<file path="config.mk">
export PLATFORM = sky130hd
export DESIGN_NAME = triple_interval_timer
export DESIGN_NICKNAME = d
export VERILOG_FILES = /design/src/pkg/triple_timer_pkg.sv /design/src/core/triple_interval_timer.sv
export SDC_FILE = /design/constraint.sdc
export NUM_CORES = 1
export LEC_CHECK = 0
export BUFFER_PORTS_ARGS = -buffer_cell sky130_fd_sc_hd__buf_2
export CAP_MARGIN = 20
export CORE_UTILIZATION = 40
export DETAILED_ROUTE_END_ITERATION = 16
export GPL_ROUTABILITY_DRIVEN = 0
export SYNTH_ARGS = -nofsm -noshare
export SYNTH_HDL_FRONTEND = slang
export SYNTH_SLANG_ARGS = --single-unit
</file>
<file path="constraint.sdc">
create_clock -name REF_CLK -period 8.3 [get_ports REF_CLK]
set_input_delay 0.83 -clock REF_CLK [delete_from_list [all_inputs] [get_ports REF_CLK]]
set_output_delay 0.83 -clock REF_CLK [all_outputs]
set_load 0.02 [all_outputs]
</file>
<file path="src/pkg/triple_timer_pkg.sv">
/*
 Constants, control word layout, counting modes and BCD helpers for the
 three-channel interval timer. Assumes byte-wide register accesses.
*/
`default_nettype none
package triple_timer_pkg;
   localparam int unsigned REF_CLK_HZ = 20_000_000;
   localparam int unsigned COUNT_CLK_HZ = 10_000_000;
   localparam int unsigned DIV_CYCLES = REF_CLK_HZ / COUNT_CLK_HZ;
   localparam int unsigned ADDR_W = 5;
   localparam logic [4:0] OFF_TIMER0_DATA_PORT = 5'h18;
   localparam logic [4:0] OFF_TIMER1_DATA_PORT = 5'h1A;
   localparam logic [4:0] OFF_TIMER2_DATA_PORT = 5'h1C;
   localparam logic [4:0] OFF_TIMER_CONTROL_WORD = 5'h1E;
   localparam logic [2:0][4:0] DATA_PORT_OFFSET = {OFF_TIMER2_DATA_PORT,
      OFF_TIMER1_DATA_PORT, OFF_TIMER0_DATA_PORT};
   localparam logic [1:0] PICK_READBACK = 2'h3;
   localparam logic [1:0] FMT_LATCH = 2'h0;
   localparam logic [1:0] FMT_LOW = 2'h1;
   localparam logic [1:0] FMT_HIGH = 2'h2;
   localparam logic [1:0] FMT_BOTH = 2'h3;
   localparam logic [1:0] STEP_ONE = 2'h1;
   localparam logic [1:0] STEP_TWO = 2'h2;
   localparam logic [1:0] STEP_THREE = 2'h3;
   localparam logic [15:0] COUNT_ZERO = 16'h0000;
   localparam logic [15:0] COUNT_ONE = 16'h0001;
   localparam logic [15:0] COUNT_TWO = 16'h0002;
   localparam logic [7:0] BYTE_ZERO = 8'h00;
   localparam logic [7:0] STATUS_RESET = 8'h00;
   localparam logic [2:0] MODE_RAW_RESET = 3'h0;

   typedef enum logic [2:0] {
      MODE_STOP_TC = 3'h0,
      MODE_ONE_SHOT = 3'h1,
      MODE_RATE = 3'h2,
      MODE_SQUARE = 3'h3,
      MODE_SW_STROBE = 3'h4,
      MODE_HW_STROBE = 3'h5
   } mode_t;

   typedef struct packed {
      logic [1:0] pick;
      logic [1:0] fmt;
      logic [2:0] mode;
      logic bcd;
   } ctl_word_t;

   function automatic mode_t mode_of(input logic [2:0] raw);
      if (raw[1]) begin
         return mode_t'({1'b0, raw[1:0]});
      end
      return mode_t'(raw);
   endfunction

   function automatic logic [15:0] dec_one(input logic [15:0] v,
                                           input logic bcd);
      logic [15:0] r;
      logic borrow;
      r = v;
      borrow = 1'b1;
      if (!bcd) begin
         r = v - COUNT_ONE;
      end else begin
         for (int i = 0; i < 4; i++) begin
            if (borrow) begin
               if (v[4*i +: 4] == 4'h0) begin
                  r[4*i +: 4] = 4'h9;
               end else begin
                  r[4*i +: 4] = v[4*i +: 4] - 4'h1;
                  borrow = 1'b0;
               end
            end
         end
      end
      return r;
   endfunction

   function automatic logic [15:0] dec_step(input logic [15:0] v,
                                            input logic bcd,
                                            input logic [1:0] step);
      logic [15:0] r;
      r = v;
      for (int i = 0; i < 3; i++) begin
         if (2'(i) < step) begin
            r = dec_one(r, bcd);
         end
      end
      return r;
   endfunction
endpackage
`default_nettype wire

</file>
<file path="src/core/triple_interval_timer.sv">
/*
 Three-channel interval timer: byte-wide register port, three counters,
 counter 0 clock selection and the cascaded 32-bit pacer on counters 1 and 2.
 Assumes a 20 MHz REF_CLK and one register access per cycle at most.
*/
// Notes on behaviour
// - Three 16-bit down-counters, counts 2..65535.
// - Counters 0 and 1 tick at 10 MHz from board clock; counter 2 ticks on counter 1 output rises.
// - Counter 0 internal timer or external event counter.
// - In modes 0, 2, 3 and 4 counter 0 counts only while its gate is high.
// - Counters 1 and 2 chain into 32 bits.
// - Counter 2 rising output starts conversion, exported.
// - Data ports at 24,26,28; control at 30.
// - Control word fields: select, format, mode, decimal.
// - Select codes 0..2 pick counter; 3 reads back.
// - Format: latch, low only, high only, both.
// - Mode codes 0..5, top bit ignored for 2/3.
// - Decimal bit chooses binary or BCD counting.
// - Read-back bits choose count, status, counters.
// - Status byte: output, null flag, programmed fields.
// - Mode 0 low until terminal count; rewrite restarts.
// - Mode 1 retriggerable one-shot from gate edge.
// - Mode 3 odd counts split (N+1)/2, (N-1)/2.
// - Latch command holds count without stopping counting.
`default_nettype none

module timer_channel (
   input wire logic clk,
   input wire logic rst,
   input wire logic tick,
   input wire logic gate,
   input wire logic ctl_wr,
   input wire triple_timer_pkg::ctl_word_t ctl,
   input wire logic data_wr,
   input wire logic data_rd,
   input wire logic [7:0] wdata,
   input wire logic latch_count,
   input wire logic latch_status,
   output logic [7:0] rdata,
   output logic out
);
   logic [1:0] fmt;
   logic [2:0] mode_raw;
   logic bcd;
   logic [15:0] hold_reg;
   logic [15:0] ce;
   logic [15:0] held_count;
   logic [7:0] status;
   logic wr_hi;
   logic rd_hi;
   logic count_held;
   logic status_held;
   logic null_count;
   logic load_pend;
   logic run;
   logic trig;
   logic first;
   logic gate_q;
   triple_timer_pkg::mode_t mode;
   logic gate_rise;
   logic byte_first;
   logic count_done;
   logic at_one;
   logic at_two;
   logic periodic;
   logic [1:0] step;
   logic [15:0] nx;
   logic [15:0] src;
   logic pick_high;

   // Mode bits are kept raw so read-back shows exactly what was written.
   assign mode = triple_timer_pkg::mode_of(mode_raw);
   assign gate_rise = gate & ~gate_q;
   assign byte_first = data_wr & (fmt == triple_timer_pkg::FMT_BOTH) & ~wr_hi;
   assign count_done = data_wr & ~byte_first;
   assign at_one = (ce == triple_timer_pkg::COUNT_ONE);
   assign at_two = (ce == triple_timer_pkg::COUNT_TWO);
   assign periodic = (mode == triple_timer_pkg::MODE_RATE) |
                     (mode == triple_timer_pkg::MODE_SQUARE);
   // Odd counts take one extra step high and one short step low.
   assign step = (first & hold_reg[0]) ?
                 (out ? triple_timer_pkg::STEP_ONE :
                        triple_timer_pkg::STEP_THREE) :
                 triple_timer_pkg::STEP_TWO;
   assign nx = triple_timer_pkg::dec_step(ce, bcd,
      (mode == triple_timer_pkg::MODE_SQUARE) ? step :
      triple_timer_pkg::STEP_ONE);
   assign src = count_held ? held_count : ce;
   assign pick_high = (fmt == triple_timer_pkg::FMT_HIGH) |
                      ((fmt == triple_timer_pkg::FMT_BOTH) & rd_hi);
   assign rdata = status_held ? status :
                  (pick_high ? src[15:8] : src[7:0]);

   always_ff @(posedge clk or posedge rst) begin
      if (rst) begin
         gate_q <= 1'b1;
      end else begin
         gate_q <= gate;
      end
   end

   always_ff @(posedge clk or posedge rst) begin
      if (rst) begin
         fmt <= triple_timer_pkg::FMT_BOTH;
         mode_raw <= triple_timer_pkg::MODE_RAW_RESET;
         bcd <= 1'b0;
         hold_reg <= triple_timer_pkg::COUNT_ZERO;
         wr_hi <= 1'b0;
      end else if (ctl_wr) begin
         fmt <= ctl.fmt;
         mode_raw <= ctl.mode;
         bcd <= ctl.bcd;
         wr_hi <= 1'b0;
      end else if (data_wr) begin
         unique case (fmt)
            triple_timer_pkg::FMT_LOW: begin
               hold_reg <= {triple_timer_pkg::BYTE_ZERO, wdata};
            end
            triple_timer_pkg::FMT_HIGH: begin
               hold_reg <= {wdata, triple_timer_pkg::BYTE_ZERO};
            end
            default: begin
               if (wr_hi) begin
                  hold_reg[15:8] <= wdata;
               end else begin
                  hold_reg[7:0] <= wdata;
               end
               wr_hi <= ~wr_hi;
            end
         endcase
      end
   end

   always_ff @(posedge clk or posedge rst) begin
      if (rst) begin
         held_count <= triple_timer_pkg::COUNT_ZERO;
         status <= triple_timer_pkg::STATUS_RESET;
         count_held <= 1'b0;
         status_held <= 1'b0;
         rd_hi <= 1'b0;
      end else if (ctl_wr) begin
         count_held <= 1'b0;
         status_held <= 1'b0;
         rd_hi <= 1'b0;
      end else begin
         // A second latch before the first is read keeps the older value.
         if (latch_count & ~count_held) begin
            held_count <= ce;
            count_held <= 1'b1;
         end
         if (latch_status & ~status_held) begin
            status <= {out, null_count, fmt, mode_raw, bcd};
            status_held <= 1'b1;
         end
         if (data_rd) begin
            if (status_held) begin
               status_held <= 1'b0;
            end else if (fmt == triple_timer_pkg::FMT_BOTH) begin
               rd_hi <= ~rd_hi;
               if (rd_hi) begin
                  count_held <= 1'b0;
               end
            end else begin
               count_held <= 1'b0;
            end
         end
      end
   end

   always_ff @(posedge clk or posedge rst) begin
      if (rst) begin
         ce <= triple_timer_pkg::COUNT_ZERO;
         out <= 1'b1;
         run <= 1'b0;
         load_pend <= 1'b0;
         null_count <= 1'b0;
         trig <= 1'b0;
         first <= 1'b0;
      end else if (ctl_wr) begin
         out <= (triple_timer_pkg::mode_of(ctl.mode) ==
                 triple_timer_pkg::MODE_STOP_TC) ? 1'b0 : 1'b1;
         run <= 1'b0;
         load_pend <= 1'b0;
         null_count <= 1'b1;
         trig <= 1'b0;
      end else begin
         if (tick) begin
            trig <= gate_rise;
         end else if (gate_rise) begin
            trig <= 1'b1;
         end
         if (tick) begin
            unique case (mode)
               triple_timer_pkg::MODE_STOP_TC: begin
                  if (load_pend) begin
                     ce <= hold_reg;
                     run <= 1'b1;
                     load_pend <= 1'b0;
                     null_count <= 1'b0;
                  end else if (run & gate) begin
                     ce <= nx;
                     if (at_one) begin
                        out <= 1'b1;
                     end
                  end
               end
               triple_timer_pkg::MODE_ONE_SHOT: begin
                  if (trig) begin
                     ce <= hold_reg;
                     out <= 1'b0;
                     run <= 1'b1;
                     load_pend <= 1'b0;
                     null_count <= 1'b0;
                  end else if (run) begin
                     ce <= nx;
                     if (at_one) begin
                        out <= 1'b1;
                        run <= 1'b0;
                     end
                  end
               end
               triple_timer_pkg::MODE_RATE: begin
                  if ((load_pend & ~run) | trig) begin
                     ce <= hold_reg;
                     run <= 1'b1;
                     out <= 1'b1;
                     load_pend <= 1'b0;
                     null_count <= 1'b0;
                  end else if (run & gate) begin
                     if (at_two) begin
                        out <= 1'b0;
                        ce <= triple_timer_pkg::COUNT_ONE;
                     end else if (at_one) begin
                        out <= 1'b1;
                        ce <= hold_reg;
                        load_pend <= 1'b0;
                        null_count <= 1'b0;
                     end else begin
                        ce <= nx;
                     end
                  end
               end
               triple_timer_pkg::MODE_SQUARE: begin
                  if ((load_pend & ~run) | trig) begin
                     ce <= hold_reg;
                     run <= 1'b1;
                     out <= 1'b1;
                     first <= 1'b1;
                     load_pend <= 1'b0;
                     null_count <= 1'b0;
                  end else if (run & gate) begin
                     if (nx == triple_timer_pkg::COUNT_ZERO) begin
                        out <= ~out;
                        ce <= hold_reg;
                        first <= 1'b1;
                        load_pend <= 1'b0;
                        null_count <= 1'b0;
                     end else begin
                        ce <= nx;
                        first <= 1'b0;
                     end
                  end
               end
               triple_timer_pkg::MODE_SW_STROBE: begin
                  if (~out) begin
                     out <= 1'b1;
                  end
                  if (load_pend) begin
                     ce <= hold_reg;
                     run <= 1'b1;
                     load_pend <= 1'b0;
                     null_count <= 1'b0;
                  end else if (run & gate) begin
                     ce <= nx;
                     if (at_one) begin
                        out <= 1'b0;
                        run <= 1'b0;
                     end
                  end
               end
               triple_timer_pkg::MODE_HW_STROBE: begin
                  if (~out) begin
                     out <= 1'b1;
                  end
                  if (trig) begin
                     ce <= hold_reg;
                     run <= 1'b1;
                     load_pend <= 1'b0;
                     null_count <= 1'b0;
                  end else if (run) begin
                     ce <= nx;
                     if (at_one) begin
                        out <= 1'b0;
                        run <= 1'b0;
                     end
                  end
               end
               default: begin
                  run <= 1'b0;
               end
            endcase
         end
         if (periodic & ~gate) begin
            out <= 1'b1;
         end
         // A write in a tick cycle still marks a pending load.
         if (count_done) begin
            load_pend <= 1'b1;
            null_count <= 1'b1;
            if (mode == triple_timer_pkg::MODE_STOP_TC) begin
               out <= 1'b0;
            end
         end
         if (byte_first & (mode == triple_timer_pkg::MODE_STOP_TC)) begin
            run <= 1'b0;
         end
      end
   end
endmodule

module triple_interval_timer #(
   parameter int unsigned DIV = triple_timer_pkg::DIV_CYCLES
) (
   input wire logic REF_CLK,
   input wire logic SYS_RST,
   input wire logic [4:0] BUS_ADDR,
   input wire logic BUS_WR,
   input wire logic BUS_RD,
   input wire logic [7:0] BUS_WDATA,
   output logic [7:0] BUS_RDATA,
   input wire logic COUNTER0_CLK_EXT_SEL,
   input wire logic COUNTER0_EXT_CLOCK,
   input wire logic COUNTER0_GATE_IN,
   output logic COUNTER0_OUT,
   output logic PACER_OUT,
   output logic AD_CONVERT_START
);
   localparam int unsigned DW = (DIV > 1) ? $clog2(DIV) : 1;
   localparam logic [DW-1:0] DIV_LAST = DW'(DIV - 1);

   logic [DW-1:0] div;
   logic ext_s1;
   logic ext_s2;
   logic ext_s3;
   logic gate_s1;
   logic gate_s2;
   logic out1_q;
   logic out2_q;
   logic tick_int;
   logic ext_edge;
   logic ctl_hit;
   logic [2:0] tick;
   logic [2:0] gate;
   logic [2:0] ctl_wr;
   logic [2:0] data_wr;
   logic [2:0] data_rd;
   logic [2:0] latch_count;
   logic [2:0] latch_status;
   logic [2:0] port_hit;
   logic [2:0] out;
   logic [2:0][7:0] rdata;
   logic [7:0] next_rdata;
   triple_timer_pkg::ctl_word_t ctl;
   logic is_readback;

   assign ctl = BUS_WDATA;
   assign ctl_hit = BUS_WR & (BUS_ADDR ==
                    triple_timer_pkg::OFF_TIMER_CONTROL_WORD);
   assign is_readback = (ctl.pick == triple_timer_pkg::PICK_READBACK);
   assign tick_int = (div == DIV_LAST);
   // The external clock is sampled, so it must stay below half REF_CLK.
   assign ext_edge = ext_s2 & ~ext_s3;
   assign tick[0] = COUNTER0_CLK_EXT_SEL ? ext_edge : tick_int;
   assign tick[1] = tick_int;
   assign tick[2] = out[1] & ~out1_q;
   assign gate[0] = gate_s2;
   assign gate[1] = 1'b1;
   assign gate[2] = 1'b1;
   assign next_rdata = port_hit[0] ? rdata[0] :
                       port_hit[1] ? rdata[1] :
                       port_hit[2] ? rdata[2] : triple_timer_pkg::BYTE_ZERO;

   genvar i;
   generate
      for (i = 0; i < 3; i++) begin : g_chan
         assign port_hit[i] =
            (BUS_ADDR == triple_timer_pkg::DATA_PORT_OFFSET[i]);
         assign data_wr[i] = BUS_WR & port_hit[i];
         assign data_rd[i] = BUS_RD & port_hit[i];
         assign ctl_wr[i] = ctl_hit & ~is_readback &
                            (ctl.pick == 2'(i)) &
                            (ctl.fmt != triple_timer_pkg::FMT_LATCH);
         // Read-back pick bits are active high and latch bits active low, as coded.
         assign latch_count[i] = ctl_hit & (is_readback ?
            (ctl.mode[i] & ~ctl.fmt[1]) :
            ((ctl.pick == 2'(i)) &
             (ctl.fmt == triple_timer_pkg::FMT_LATCH)));
         assign latch_status[i] = ctl_hit & is_readback &
                                  ctl.mode[i] & ~ctl.fmt[0];
         timer_channel u_chan (
            .clk(REF_CLK),
            .rst(SYS_RST),
            .tick(tick[i]),
            .gate(gate[i]),
            .ctl_wr(ctl_wr[i]),
            .ctl(ctl),
            .data_wr(data_wr[i]),
            .data_rd(data_rd[i]),
            .wdata(BUS_WDATA),
            .latch_count(latch_count[i]),
            .latch_status(latch_status[i]),
            .rdata(rdata[i]),
            .out(out[i])
         );
      end
   endgenerate

   always_ff @(posedge REF_CLK or posedge SYS_RST) begin
      if (SYS_RST) begin
         div <= '0;
      end else if (tick_int) begin
         div <= '0;
      end else begin
         div <= div + DW'(1);
      end
   end

   always_ff @(posedge REF_CLK or posedge SYS_RST) begin
      if (SYS_RST) begin
         ext_s1 <= 1'b0;
         ext_s2 <= 1'b0;
         ext_s3 <= 1'b0;
         gate_s1 <= 1'b0;
         gate_s2 <= 1'b0;
      end else begin
         ext_s1 <= COUNTER0_EXT_CLOCK;
         ext_s2 <= ext_s1;
         ext_s3 <= ext_s2;
         gate_s1 <= COUNTER0_GATE_IN;
         gate_s2 <= gate_s1;
      end
   end

   always_ff @(posedge REF_CLK or posedge SYS_RST) begin
      if (SYS_RST) begin
         out1_q <= 1'b1;
         out2_q <= 1'b1;
         AD_CONVERT_START <= 1'b0;
         COUNTER0_OUT <= 1'b1;
         PACER_OUT <= 1'b1;
      end else begin
         out1_q <= out[1];
         out2_q <= out[2];
         AD_CONVERT_START <= out[2] & ~out2_q;
         COUNTER0_OUT <= out[0];
         PACER_OUT <= out[2];
      end
   end

   always_ff @(posedge REF_CLK or posedge SYS_RST) begin
      if (SYS_RST) begin
         BUS_RDATA <= triple_timer_pkg::BYTE_ZERO;
      end else if (BUS_RD) begin
         BUS_RDATA <= next_rdata;
      end
   end
endmodule
`default_nettype wire

</file>
==> out/metrics.csv <==
metric;value;unit
Clock Sink Count;233;
Die ar.;55070;um^2
CP arrival;7.73;ns
status;complete, no violations;
Crit Path Category;reg -> reg;
Die Wd;234.7;um
1st-pass router iterations;6;
Area Growth Syn to Fin;7.078;%
Avg Cell Area, Syn;7.801;um^2
M2 GR Usage;0.4298;
Clock Latency Late Sink;0.58;ns
Buffers on Ports;30;
Detail Route Antenna Nets;0;
data required time at the worst endpoint;8.75;ns
total grt overflow;0;
CTS Buf Count;28;
CTS Hold Bufs;0;
Die Y;234.7;um
CP max stage delay;0.90;ns
Yosys Warn Count;0;
CTS Buffer Depth;3;
Clock Skew;0.02371;ns
Mapped Area;21650;um^2
GRT busiest layer;met2;
layout cells sized above 1;0.1136;
WHS;0.3559;ns
crit path max-delay cell type;nor4_1;
largest net degree at the start of global routing;114;
RSZ-0062 raised after global routing;false;
Max VDD drop;0.0001788;V
postcts setup bufs;0;
max-cap violations;0;
Startpoint Class;flop;
# IOs;31;
Initial Util;0.4088;
Lkg Pwr;8.788;nW
Rows;84;
htree depth;1;
core area;52970;um^2
TNS Setup;0;ns
DR DRC count;0;
TritonCTS clock tree;yes;
Fillers;5233;
final hold vios;0;
Hold Path Class;in -> async;
Clock transition at path regs;0.06;ns
worst-path cell chain;inv_1, ha_1, nand4bb_1, and2_1, ha_1, nand2_1, nor4_1, a311oi_1, a211oi_1, nand2_1, inv_1, ha_1, inv_1, a211oi_1, nand2_1, o311ai_0, a2111oi_0, and4b_1, nor2_2, mux2i_1, o21ai_0;
register bit count reported by yosys;233;
via count;22740;
CP endpoint kind;flop;
pwr/cell area;288.3;nW/um^2
fin crit share;0.8775;
HPWL after detailed placement;55930;um
met1 Resource Use GR;0.3795;
# setup viols final;0;
first-pass GRT wire length;121800;um
final wirelength;77860;um
post_cts resized;0;
Max FO, Critical Path;18;
number of synthesized flops with an enable pin;0;
Final Net Count;2720;
ys flop type;dfrtp_1;
ANT cells;0;
Rel. slew slack;0.2599;
Syn Inst Count;2776;
Final Max Slew Viols;0;
DRT iter0 DRCs;2554;
Final min period;7.283;ns
syn nets;2832;
actual slew at the worst max-slew pin;1.107;ns
Post-synth ARST share;1.000;
post-synthesis cell type count;102;
vias in the first global route;20820;
initial antenna violation count;1;
Via density;6.741;
post-synthesis sequential area ratio;0.2700;
root buffer cell;clkbuf_16;
fmax;137.3;MHz
gr usage total;0.2720;
GRT met3 Usage;0.03607;
Routed wire per std cell;23.08;um
-- path summary, 6_finish.rpt --
check,startpoint,to,slack [ns],cells past startpoint
max in group asynchronous,SYS_RST,g_chan[1].u_chan.hold_reg[10],6.29,3
setup reg to reg,g_chan[1].u_chan.ce[0],g_chan[1].u_chan.ce[1],1.02,21
hold / removal,SYS_RST,g_chan[0].u_chan.ce[13],0.36,2
hold reg to reg,ext_s1,ext_s2,0.36,0
setup / recovery,g_chan[1].u_chan.ce[0],g_chan[1].u_chan.ce[1],1.02,21
min in group REF_CLK,ext_s1,ext_s2,0.36,0
-- cell families after synthesis --
logic type,count (synthesis),share of synthesized area
and+or+nand+nor,1150,0.2681
DFF,233,0.2700
muxes,166,0.09603
AOI/OAI and AO/OA,853,0.2676
adders and majority gates,36,0.02080
buffers and inverters,267,0.04755
xor gates and xnor gates,71,0.02993
-- through the flow --
stage | utilization | setup WS [ns] | area, um^2 | power [mW] | std cells
floorplan | - | 1.102 | 21650 | 4.201 | 2776
global placement | 0.4174 | 1.426 | 22110 | 5.107 | 3319
detailed placement | 0.4175 | 1.252 | 22120 | 5.177 | 3320
CTS | 0.4374 | 1.204 | 23170 | 6.587 | 3372
global route | 0.4377 | 0.6317 | 23190 | 7.054 | 3374
finish | 0.4377 | 1.017 | 23190 | 6.685 | 3374
-- cell usage in the layout, fill, tap and decap left out, drive strengths merged, types with 48 or more instances in the layout --
cell / n
nand2: 331
mux2: 78
nor4: 48
o21ai: 212
dfrtp: 220
nor3: 98
nor2: 233
buf: 63
a21oi: 175
mux2i: 63
inv: 60
nand3: 123
-- power breakdown --
part,switching [mW],internal (mW)
Combinational,2.10,1.23
Sequential,0.615,1.35
Clock,0.551,0.843
-- layout make-up --
class / count / area (um^2) / share of cell area
clock buffer: 36 / 800.8 / 0.03453
clock inverter: 16 / 250.2 / 0.01079
multi-input combinational: 2276 / 14780 / 0.6376
inverter: 61 / 236.5 / 0.01020
timing repair buffer: 64 / 407.9 / 0.01759
sequential: 233 / 5847 / 0.2522
tap: 688 / 860.8 / 0.03713
-- layer usage --
| layer | routed length, um | vias up | share of wire |
|---|---|---|---|
| li1 | - | 10270 | - |
| met1 | 33240 | 11010 | 0.43 |
| met2 | 35620 | 1283 | 0.46 |
| met3 | 6407 | 175 | 0.082 |
| met4 | 2594 | 0 | 0.033 |
| met5 | 0 | - | 0 |
-- synthesized netlist by cell type, drive strengths merged (23+ instances only) --
cell    count  share of area
mux2       78          0.041
a211oi     34          0.012
a221oi     31          0.013
nor2      233          0.041
nor2b      45          0.013
nand2     331          0.057
a31oi      42          0.012
xnor2      46          0.019
a22oi      24         0.0083
o22ai      26         0.0075
o21ai     212          0.049
a21o       23         0.0080
nand3     123          0.028
a21oi     175          0.040
buf        31         0.0066
clkbuf    175          0.030
xor2       25          0.010
nor3       98          0.023
and2       32         0.0092
nor4       48          0.015
o211ai     39          0.014
or3        32         0.0092
inv        59          0.010
and3       32         0.0092
ha         36          0.021
or4        24         0.0088
mux2i      63          0.029
nand4      38          0.011
dfrtp     220           0.25
mux4       25          0.026
nand2b     24         0.0069
-- critical path, delay by kind of cell (launching register included) --
family	cells	cell delay, ns
mux	1	0.25
compound gates	6	2.26
flops	1	0.61
buf+inv	3	0.48
simple gates	8	2.57
fa+ha+maj	3	0.96
Note: power is estimated with default switching activity, not from simulation.
